<file path="config.mk">
export PLATFORM = sky130hd
export DESIGN_NAME = lhp_port
export DESIGN_NICKNAME = d
export VERILOG_FILES = /design/src/verilog/lhp_pkg.sv /design/src/verilog/lhp_port.sv /design/src/verilog/lhp_req_sync.sv
export SDC_FILE = /design/constraint.sdc
export NUM_CORES = 1
export LEC_CHECK = 0
export BUFFER_PORTS_ARGS = -buffer_cell sky130_fd_sc_hd__buf_2
export CORE_ASPECT_RATIO = 0.9
export CORE_MARGIN = 5
export CORE_UTILIZATION = 45
export CTS_CLUSTER_SIZE = 25
export DETAILED_ROUTE_END_ITERATION = 6
export PLACE_DENSITY = 0.63
export SLEW_MARGIN = 0
export SYNTH_ARGS = -nofsm -noshare
export SYNTH_HDL_FRONTEND = slang
export SYNTH_SLANG_ARGS = --single-unit
</file>
<file path="constraint.sdc">
create_clock -name i_core_clk -period 2.4 [get_ports i_core_clk]
set_clock_uncertainty 0.1 [all_clocks]
set_input_delay 0.24 -clock i_core_clk [delete_from_list [all_inputs] [get_ports i_core_clk]]
set_output_delay 0.24 -clock i_core_clk [all_outputs]
set_load 0.05 [all_outputs]
</file>
<file path="src/verilog/lhp_pkg.sv">
// constants, types and register map of the level and edge handshake port
package lhp_pkg;

   // ***************************************************
   // timing
   // ***************************************************
   localparam int CLK_NS       = 10;
   localparam int DLY_STEP_NS  = 100;
   localparam int DLY_MAX_NS   = 700;
   localparam int ACK_PULSE_NS = 250;
   localparam int LONG_MIN_NS  = 500;
   localparam int LONG_BASE_NS = 100;
   localparam int SETTLE_NS    = 100;

   localparam int CNT_W = 8;
   typedef logic [CNT_W-1:0] lhp_cnt_t;

   localparam lhp_cnt_t DLY_STEP_CYC  = CNT_W'((DLY_STEP_NS + CLK_NS - 1) / CLK_NS);
   localparam lhp_cnt_t DLY_MAX_STEPS = CNT_W'(DLY_MAX_NS / DLY_STEP_NS);
   localparam lhp_cnt_t PULSE_CYC     = CNT_W'((ACK_PULSE_NS + CLK_NS - 1) / CLK_NS);
   localparam lhp_cnt_t LONG_MIN_CYC  = CNT_W'((LONG_MIN_NS + CLK_NS - 1) / CLK_NS);
   localparam lhp_cnt_t LONG_BASE_CYC = CNT_W'((LONG_BASE_NS + CLK_NS - 1) / CLK_NS);
   localparam lhp_cnt_t SETTLE_CYC    = CNT_W'((SETTLE_NS + CLK_NS - 1) / CLK_NS);

   // ***************************************************
   // register map
   // ***************************************************
   localparam int ADDR_W = 4;
   localparam logic [ADDR_W-1:0] ADR_CTRL = 4'h0;
   localparam logic [ADDR_W-1:0] ADR_STAT = 4'h4;
   localparam logic [ADDR_W-1:0] ADR_DOUT = 4'h8;
   localparam logic [ADDR_W-1:0] ADR_DIN  = 4'hC;

   localparam int CB_EN      = 0;
   localparam int CB_DIR     = 1;
   localparam int CB_PROTO   = 2;
   localparam int CB_ACK_POL = 4;
   localparam int CB_REQ_POL = 5;
   localparam int CB_IN_LAT  = 6;
   localparam int CB_DLY     = 7;
   localparam int CB_SETTLE  = 10;
   localparam int CB_MIN500  = 11;
   localparam int CB_OUT_LAT = 12;
   localparam int CTRL_W     = 13;
   localparam logic [CTRL_W-1:0] CTRL_RST = 13'h0070;

   // ***************************************************
   // enumerations
   // ***************************************************
   typedef enum logic [1:0] {
      PR_LEVEL = 2'b00,
      PR_TRAIL = 2'b01,
      PR_LEAD  = 2'b10,
      PR_LONG  = 2'b11
   } lhp_proto_t;

   typedef enum logic [2:0] {
      ST_IDLE  = 3'b000,
      ST_WAIT  = 3'b001,
      ST_ACK   = 3'b010,
      ST_PULSE = 3'b011,
      ST_XFER  = 3'b100
   } lhp_state_t;

endpackage

</file>
<file path="src/verilog/lhp_port.sv">
// level and edge handshake port: handshake engine and register slave
//
// The address-and-strobe port and the register offsets are this design's own decisions.
`timescale 1ns/1ns
// Summary of operation
// - idle keeps ack inactive; only level input awaits request, other modes need only readiness
// - input ack only with buffer space
// - ack held until active-going request edge
// - request edge drops ack, captures data if latching on
// - programmable delay before each ack, except long pulse
// - latching on: data valid before edge
// - output drives data before ack
// - already active request must toggle first
// - output latching releases data after deassert
// - trailing edge of pulse means ready
// - leading edge of pulse means ready
// - long pulse: delay widens pulse, settle
// - long pulse minimum width 500 ns
// - delay 0 to 700 ns, 100 ns steps
// - ack and request polarity programmable
module lhp_port
   import lhp_pkg::*;
#(
   parameter int DATA_W = 32
) (
   // clock and reset
   input  wire logic                i_core_clk,
   input  wire logic                i_rst_n,
   // register port
   input  wire logic [ADDR_W-1:0]   i_addr,
   input  wire logic [31:0]         i_wdata,
   input  wire logic                i_wr,
   input  wire logic                i_rd,
   output logic      [31:0]         o_rdata,
   // handshake pins
   input  wire logic                i_req,
   output logic                     o_ack,
   // data pins
   input  wire logic [DATA_W-1:0]   i_din,
   output logic      [DATA_W-1:0]   o_dout,
   output logic                     o_dout_oe
);

   // ***************************************************
   // parameter check
   // ***************************************************
   generate
      if (DATA_W < 1 || DATA_W > 32) begin : g_bad_w
         $error("DATA_W must lie in 1..32");
      end
   endgenerate

   // ***************************************************
   // pin synchronisers
   // ***************************************************
   logic              req_act;
   logic              req_rise;
   logic              req_fall;
   logic [DATA_W-1:0] din_m_q;
   logic [DATA_W-1:0] din_s_q;
   logic [CTRL_W-1:0] ctrl_q, ctrl_d;

   lhp_req_sync u_req_sync (
      .i_core_clk (i_core_clk),
      .i_rst_n    (i_rst_n),
      .i_req      (i_req),
      .i_pol      (ctrl_q[CB_REQ_POL]),
      .o_act      (req_act),
      .o_rise     (req_rise),
      .o_fall     (req_fall)
   );

   // data bus is sampled every cycle through two register stages
   always_ff @(posedge i_core_clk) begin
      if (!i_rst_n) begin
         din_m_q <= '0;
         din_s_q <= '0;
      end else begin
         din_m_q <= i_din;
         din_s_q <= din_m_q;
      end
   end

   // ***************************************************
   // state
   // ***************************************************
   lhp_state_t        st_q, st_d;
   lhp_cnt_t          cnt_q, cnt_d;
   logic              act_q, act_d;
   logic              armed_q, armed_d;
   logic              pend_q, pend_d;
   logic              in_full_q, in_full_d;
   logic              out_full_q, out_full_d;
   logic [DATA_W-1:0] din_q, din_d;
   logic [DATA_W-1:0] oword_q, oword_d;
   logic [DATA_W-1:0] dout_q, dout_d;
   logic              oe_q, oe_d;
   logic              ack_q, ack_d;
   logic [31:0]       rdata_q, rdata_d;

   lhp_proto_t proto;
   logic       en;
   logic       dir_out;
   lhp_cnt_t   dly_cyc;
   logic       peer_edge;
   logic       ready;
   logic       capture;
   logic       fetch;

   assign proto   = lhp_proto_t'(ctrl_q[CB_PROTO +: 2]);
   assign en      = ctrl_q[CB_EN];
   assign dir_out = ctrl_q[CB_DIR];
   assign dly_cyc = CNT_W'(ctrl_q[CB_DLY +: 3]) * DLY_STEP_CYC;
   // trailing protocol treats the falling edge of the pulse as ready
   assign peer_edge = (proto == PR_TRAIL) ? req_fall : req_rise;
   assign ready     = dir_out ? out_full_q : !in_full_q;

   // ***************************************************
   // next state
   // ***************************************************
   always_comb begin
      st_d    = st_q;
      cnt_d   = cnt_q;
      act_d   = act_q;
      armed_d = armed_q;
      pend_d  = pend_q;
      dout_d  = dout_q;
      oe_d    = oe_q;
      capture = 1'b0;
      fetch   = 1'b0;
      case (st_q)
         ST_IDLE: begin
            act_d = 1'b0;
            if (req_act || req_rise) begin
               armed_d = 1'b1;
            end
            if (ctrl_q[CB_OUT_LAT] && oe_q && !out_full_q && req_fall) begin
               oe_d = 1'b0;
            end
            if (en && ready && (dir_out || proto != PR_LEVEL || armed_q)) begin
               st_d = ST_WAIT;
               if (proto == PR_LONG) begin
                  cnt_d = ctrl_q[CB_SETTLE] ? SETTLE_CYC : '0;
               end else begin
                  cnt_d = dly_cyc;
               end
               if (dir_out) begin
                  dout_d = oword_q;
                  oe_d   = 1'b1;
               end
            end
         end
         ST_WAIT: begin
            if (cnt_q != '0) begin
               cnt_d = cnt_q - 1'b1;
            end else if (proto == PR_LEVEL) begin
               st_d  = ST_ACK;
               act_d = 1'b1;
               if (pend_q) begin
                  capture = 1'b1;
                  pend_d  = 1'b0;
               end
            end else begin
               st_d  = ST_PULSE;
               act_d = 1'b1;
               if (proto == PR_LONG) begin
                  // delay stretches the pulse instead of postponing it
                  cnt_d = (ctrl_q[CB_MIN500] ? LONG_MIN_CYC : LONG_BASE_CYC)
                        + dly_cyc;
               end else begin
                  cnt_d = PULSE_CYC;
               end
            end
         end
         ST_ACK: begin
            // a held request is no edge: the peripheral must toggle
            if (req_rise) begin
               act_d = 1'b0;
               st_d  = ST_IDLE;
               if (dir_out) begin
                  fetch = 1'b1;
               end else if (ctrl_q[CB_IN_LAT]) begin
                  capture = 1'b1;
               end else begin
                  pend_d = 1'b1;
               end
            end
         end
         ST_PULSE: begin
            if (cnt_q > 1) begin
               cnt_d = cnt_q - 1'b1;
            end else begin
               act_d = 1'b0;
               st_d  = ST_XFER;
            end
         end
         ST_XFER: begin
            if (peer_edge) begin
               st_d = ST_IDLE;
               if (dir_out) begin
                  fetch = 1'b1;
               end else begin
                  capture = 1'b1;
               end
            end
         end
         default: begin
            st_d  = ST_IDLE;
            act_d = 1'b0;
         end
      endcase
      if (!en) begin
         st_d    = ST_IDLE;
         act_d   = 1'b0;
         armed_d = 1'b0;
         pend_d  = 1'b0;
      end
      ack_d = act_d ? ctrl_d[CB_ACK_POL] : ~ctrl_d[CB_ACK_POL];
   end

   // ***************************************************
   // register slave next values
   // ***************************************************
   always_comb begin
      ctrl_d     = ctrl_q;
      oword_d    = oword_q;
      in_full_d  = in_full_q;
      out_full_d = out_full_q;
      din_d      = din_q;
      rdata_d    = '0;
      if (i_wr && i_addr == ADR_CTRL) begin
         if (st_q == ST_IDLE) begin
            ctrl_d = i_wdata[CTRL_W-1:0];
         end else begin
            ctrl_d[CB_EN] = i_wdata[CB_EN];
         end
      end
      if (i_rd) begin
         case (i_addr)
            ADR_CTRL: rdata_d = 32'(ctrl_q);
            ADR_STAT: rdata_d = 32'({st_q, armed_q, pend_q, oe_q, act_q,
                                     out_full_q, in_full_q});
            ADR_DIN: begin
               rdata_d   = 32'(din_q);
               in_full_d = 1'b0;
            end
            default: rdata_d = '0;
         endcase
      end
      if (fetch) begin
         out_full_d = 1'b0;
      end
      // a new word or a capture in the same cycle wins over the clear
      if (i_wr && i_addr == ADR_DOUT) begin
         oword_d    = i_wdata[DATA_W-1:0];
         out_full_d = 1'b1;
      end
      if (capture) begin
         din_d     = din_s_q;
         in_full_d = 1'b1;
      end
   end

   // ***************************************************
   // registers
   // ***************************************************
   always_ff @(posedge i_core_clk) begin
      if (!i_rst_n) begin
         ctrl_q     <= CTRL_RST;
         st_q       <= ST_IDLE;
         cnt_q      <= '0;
         act_q      <= 1'b0;
         armed_q    <= 1'b0;
         pend_q     <= 1'b0;
         in_full_q  <= 1'b0;
         out_full_q <= 1'b0;
         din_q      <= '0;
         oword_q    <= '0;
         dout_q     <= '0;
         oe_q       <= 1'b0;
         ack_q      <= 1'b0;
         rdata_q    <= '0;
      end else begin
         ctrl_q     <= ctrl_d;
         st_q       <= st_d;
         cnt_q      <= cnt_d;
         act_q      <= act_d;
         armed_q    <= armed_d;
         pend_q     <= pend_d;
         in_full_q  <= in_full_d;
         out_full_q <= out_full_d;
         din_q      <= din_d;
         oword_q    <= oword_d;
         dout_q     <= dout_d;
         oe_q       <= oe_d;
         ack_q      <= ack_d;
         rdata_q    <= rdata_d;
      end
   end

   assign o_ack     = ack_q;
   assign o_dout    = dout_q;
   assign o_dout_oe = oe_q;
   assign o_rdata   = rdata_q;

   // ***************************************************
   // checks
   // ***************************************************
   lhp_cnt_t hi_cnt_q;

   always_ff @(posedge i_core_clk) begin
      if (!i_rst_n) begin
         hi_cnt_q <= '0;
      end else if (act_q) begin
         hi_cnt_q <= hi_cnt_q + 1'b1;
      end else begin
         hi_cnt_q <= '0;
      end
   end
endmodule

</file>
<file path="src/verilog/lhp_req_sync.sv">
// request pin synchroniser with polarity and edge pulses
`timescale 1ns/1ns
module lhp_req_sync (
   // clock and reset
   input  wire logic i_core_clk,
   input  wire logic i_rst_n,
   // pin and polarity
   input  wire logic i_req,
   input  wire logic i_pol,
   // active-level view
   output logic      o_act,
   output logic      o_rise,
   output logic      o_fall
);
   logic meta_q;
   logic sync_q;
   logic prev_q;
   logic act;

   // first stage feeds only the second
   always_ff @(posedge i_core_clk) begin
      if (!i_rst_n) begin
         meta_q <= 1'b0;
         sync_q <= 1'b0;
         prev_q <= 1'b0;
      end else begin
         meta_q <= i_req;
         sync_q <= meta_q;
         prev_q <= act;
      end
   end

   assign act    = i_pol ? sync_q : ~sync_q;
   assign o_act  = act;
   assign o_rise = act & ~prev_q;
   assign o_fall = ~act & prev_q;
endmodule
</file>
==> metrics.txt <==
# TYPE chip_impl_metric gauge
chip_impl_info{name="status",value="finished, final reports clean"} 1
chip_impl_metric{name="worst-path-stages",unit=""} 9
chip_impl_metric{name="cts-root-to-sink-buffers",unit=""} 3
chip_impl_metric{name="floorplan.initialDensity",unit="%"} 46.2
chip_impl_info{name="synth_flop_cell",value="dfxtp_1"} 1
chip_impl_metric{name="hold_viol",unit=""} 0
chip_impl_metric{name="initial_antenna_violation_count",unit=""} 3
chip_impl_info{name="end_kind",value="flip-flop"} 1
chip_impl_metric{name="cts.htree.levels",unit=""} 1
chip_impl_metric{name="ys_seq_elements",unit=""} 226
chip_impl_metric{name="synthesis.yosys.warnings",unit=""} 0
chip_impl_metric{name="die_height",unit="um"} 138
chip_impl_metric{name="area_of_the_die",unit="sq mm"} 0.0211
chip_impl_metric{name="cts_inserted_buffers",unit=""} 23
chip_impl_metric{name="layout-area-overhead-vs-synth",unit="%"} 30.8
chip_impl_metric{name="place_congestion",unit=""} 0.862
chip_impl_metric{name="insertion_delay_to_the_later_sink_of_the_worst_skew_pair",unit="ns"} 0.52
chip_impl_info{name="crit_path_cell_trace",value="ha_1 -> ha_1 -> ha_1 -> ha_1 -> a21oi_1 -> o21ai_1 -> o31ai_1 -> nand4b_1 -> o211a_1"} 1
chip_impl_info{name="startpoint_type",value="flip-flop"} 1
chip_impl_metric{name="drt_first_pass_iters",unit=""} 5
chip_impl_metric{name="timing.final.setup_violations",unit=""} 0
chip_impl_metric{name="drt_wl_total",unit="mm"} 19.6
chip_impl_metric{name="gr-usage-all-layers",unit="%"} 18.1
chip_impl_metric{name="grt_start_max_net_pins",unit=""} 70
chip_impl_metric{name="synth.avg_cell_area",unit="sq um"} 9.09
chip_impl_metric{name="layout-drive-gt1-share",unit="%"} 19.5
chip_impl_metric{name="final_antenna_net_count",unit=""} 0
chip_impl_metric{name="max-cap-violations",unit=""} 0
chip_impl_metric{name="synth_cell_types",unit=""} 61
chip_impl_metric{name="first_iter_violations",unit=""} 339
chip_impl_metric{name="worst_ep_arrival_time",unit="ns"} 2.66
chip_impl_metric{name="p_per_area",unit="mW/mm^2"} 725
chip_impl_info{name="crit_end",value="cnt_q[6]"} 1
chip_impl_metric{name="grt.overflow.total",unit=""} 0
chip_impl_metric{name="number_of_nets_produced_by_synthesis",unit=""} 989
chip_impl_metric{name="area_of_the_mapped_netlist",unit="sq mm"} 0.00822
chip_impl_info{name="setup.worst_path.start",value="ctrl_q[9]"} 1
chip_impl_metric{name="power.total",unit="W"} 0.00780
chip_impl_metric{name="grt_first_pass_wirelength",unit="mm"} 32.5
chip_impl_metric{name="post-route-min-period",unit="ns"} 2.31
chip_impl_info{name="synth_largest_area_cell",value="dfxtp_1"} 1
chip_impl_info{name="ys_top_cells_by_area",value="dfxtp_1 (55%), nand2_1 (11%), and2_1 (7.0%)"} 1
chip_impl_metric{name="crit_path_max_incr_delay",unit="ns"} 0.34
chip_impl_info{name="cpMaxStageDelayCell",value="dfxtp_1"} 1
chip_impl_info{name="post_synth_most_frequent_cells",value="nand2_1 (233), dfxtp_1 (226), a21oi_1 (97), and2_1 (92), clkbuf_1 (43)"} 1
chip_impl_metric{name="setup_total_negative_slack",unit="ns"} 0
chip_impl_metric{name="leakage_power_total",unit="nW"} 4.61
chip_impl_metric{name="drc",unit=""} 0
chip_impl_info{name="worstReg2RegStart",value="ctrl_q[9]"} 1
chip_impl_metric{name="worst_case_setup_margin_in_the_final_layout",unit="ns"} 0.0912
chip_impl_metric{name="synth_compound_gate_area_share",unit="%"} 10.7
chip_impl_info{name="crit_type",value="flip-flop to flip-flop"} 1
chip_impl_metric{name="synth_mux_area_share",unit="%"} 5.11
chip_impl_metric{name="placed_cells_incl_taps",unit=""} 1260
chip_impl_metric{name="slew_viol_final",unit=""} 0
chip_impl_metric{name="detailroute.via_count",unit=""} 6660
chip_impl_metric{name="yosys.area_share.adder",unit="%"} 1.67
chip_impl_metric{name="first_global_vias",unit=""} 6462
chip_impl_metric{name="worst_r2r_path_cells",unit=""} 9
chip_impl_metric{name="worst_slew_pin_slew",unit="ns"} 0.649
chip_impl_metric{name="max_freq",unit="MHz"} 433
chip_impl_info{name="unrepaired_setup_endpoints_after_global_routing",value="true"} 1
chip_impl_metric{name="worst_slew_margin_rel",unit="%"} 56.3
chip_impl_metric{name="finalNetCount",unit=""} 1199
chip_impl_metric{name="num_io_pins",unit=""} 139
chip_impl_metric{name="post-dp-hpwl",unit="mm"} 12.7
chip_impl_metric{name="instances_no_fill",unit=""} 1374
chip_impl_info{name="r2r-end",value="cnt_q[6]"} 1
chip_impl_metric{name="critPathBufInv",unit=""} 0
chip_impl_info{name="tritoncts",value="yes"} 1
chip_impl_info{name="synth_top_family_by_area",value="simple AND/OR/NAND/NOR gates"} 1
chip_impl_metric{name="die-width",unit="um"} 152
chip_impl_metric{name="routedWlPerCell",unit="um"} 14.2
chip_impl_metric{name="post_synth_edffs",unit=""} 0
chip_impl_metric{name="rows",unit=""} 46
chip_impl_info{name="synth.most_common_cell",value="nand2_1"} 1
chip_impl_metric{name="post-place-ws",unit="ns"} 0.0238
chip_impl_metric{name="cts.reportedPaths.clkPinSlew",unit="ns"} 0.06
chip_impl_metric{name="fin_hold_ws",unit="ns"} 0.0770
chip_impl_info{name="clk_root_buffer_cell",value="clkbuf_16"} 1
chip_impl_metric{name="share_of_synthesized_flip_flops_with_an_asynchronous_set_or_reset",unit="%"} 0
chip_impl_metric{name="worst-path-max-fanout",unit=""} 4
chip_impl_info{name="crit_top_cell",value="ha_1"} 1
chip_impl_metric{name="synthSimpleGateAreaFrac",unit="%"} 23.6
chip_impl_info{name="worst_path_dominant_cell_family",value="adder cells"} 1
chip_impl_metric{name="rrSetupSlack",unit="ns"} 0.09
chip_impl_metric{name="ys_seq_area_share",unit="%"} 55.0
chip_impl_metric{name="core_region_area",unit="sq mm"} 0.0178
chip_impl_metric{name="post-route-period-util",unit="%"} 96.2
chip_impl_metric{name="synth_largest_type_area_fraction",unit="%"} 55.0
chip_impl_metric{name="synth_xor_area_share",unit="%"} 0.639
chip_impl_metric{name="synth_cells",unit=""} 905
chip_impl_metric{name="vdd_ir_drop_max",unit="uV"} 577
chip_impl_metric{name="critPathRequiredTime",unit="ns"} 2.75
chip_impl_metric{name="clock_tree_sinks",unit=""} 226
chip_impl_metric{name="port_buffers",unit=""} 138
chip_impl_metric{name="via_per_inst",unit=""} 4.85
chip_impl_info{name="worstHoldPathType",value="primary input to flip-flop"} 1
==> state kept, by name, indices dropped and copies added, names as in the netlist, 8 cells and up <==
signal and count:
cnt_q 8, ctrl_q 13, o_dout 32, din_q 32, din_m_q 32, o_rdata 32, din_s_q 32, oword_q 32
==> report_power, final <==
part | leakage [nW] | internal, W | total, W | switching (W)
Combinational | 2.39 | 0.000183 | 0.000343 | 0.000160
Clock | 0.382 | 0.00216 | 0.00362 | 0.00146
Sequential | 1.84 | 0.00381 | 0.00383 | 0.0000191
==> tightest hold or removal path: cells and delay by family <==
kind / cells / cell delay [ns]
AO/OA/AOI/OAI: 1 / 0.05
buffers and inverters: 1 / 0.18
AND/OR/NAND/NOR: 2 / 0.19
==> worst min-delay path by stage <==
stage / startpoint / to / slack (ns) / cells past startpoint
floorplan: i_wdata[5] / ctrl_q[5] / 0.26 / 2
global placement: din_m_q[17] / din_s_q[17] / 0.31 / 1
detailed placement: din_m_q[3] / din_s_q[3] / 0.32 / 1
CTS: i_addr[3] / o_rdata[4] / 0.05 / 4
global route: i_addr[3] / o_rdata[4] / 0.09 / 4
finish: i_addr[3] / o_rdata[4] / 0.08 / 4
==> logic make-up after synthesis <==
logic type / Yosys count
AO/OA/AOI/OAI: 146
XOR/XNOR: 6
adder cells (fa/ha/maj): 11
buffers and inverters: 61
flip-flops: 226
multiplexers: 42
AND/OR/NAND/NOR: 413
==> placed cells by master, fill, tap and decap left out, types with 6 or more instances in the layout <==
| master | instances |
|---|---|
| buf_2 | 137 |
| ha_1 | 11 |
| nand3_1 | 9 |
| nand2_1 | 233 |
| clkbuf_1 | 6 |
| dlygate4sd3_1 | 69 |
| buf_4 | 31 |
| mux2i_1 | 42 |
| nand2b_1 | 7 |
| and2_1 | 92 |
| clkbuf_16 | 23 |
| o21ai_0 | 6 |
| dfxtp_1 | 226 |
| nor2_1 | 35 |
| a21oi_1 | 97 |
==> repair_timing <==
item / 4_1_cts / 5_1_grt
hold buffers: 69 / 0
endpoints found under the setup margin: 0 / 23
gates resized for setup: 0 / 3
setup buffers: 0 / 1
hold endpoints to repair: 79 / 0
==> layout make-up <==
class	instances	area (sq um)
Timing Repair Buffer	241	1680
Antenna cell	3	7.51
Tap cell	240	300
Clock inverter	7	111
Sequential cell	226	4520
Fill cell	1581	7030
Clock buffer	34	667
Inverter	5	18.8
Multi-Input combinational cell	618	3450
==> layer usage <==
layer / up-vias / routed length, um / global-route usage (%)
met5: - / 0 / 0
met4: 0 / 459 / 5.81
met3: 40 / 1040 / 3.56
met2: 172 / 9610 / 31.0
met1: 3036 / 8460 / 23.0
li1: 3412 / - / -
==> through the flow <==
step	util (%)	cell area (sq um)
final	60.5	10800
after global routing	60.5	10800
after CTS	60.3	10700
after detailed placement	52.0	9260
after global placement	52.0	9260
after floorplan	-	8220
Power figures use the tool's default switching activity.
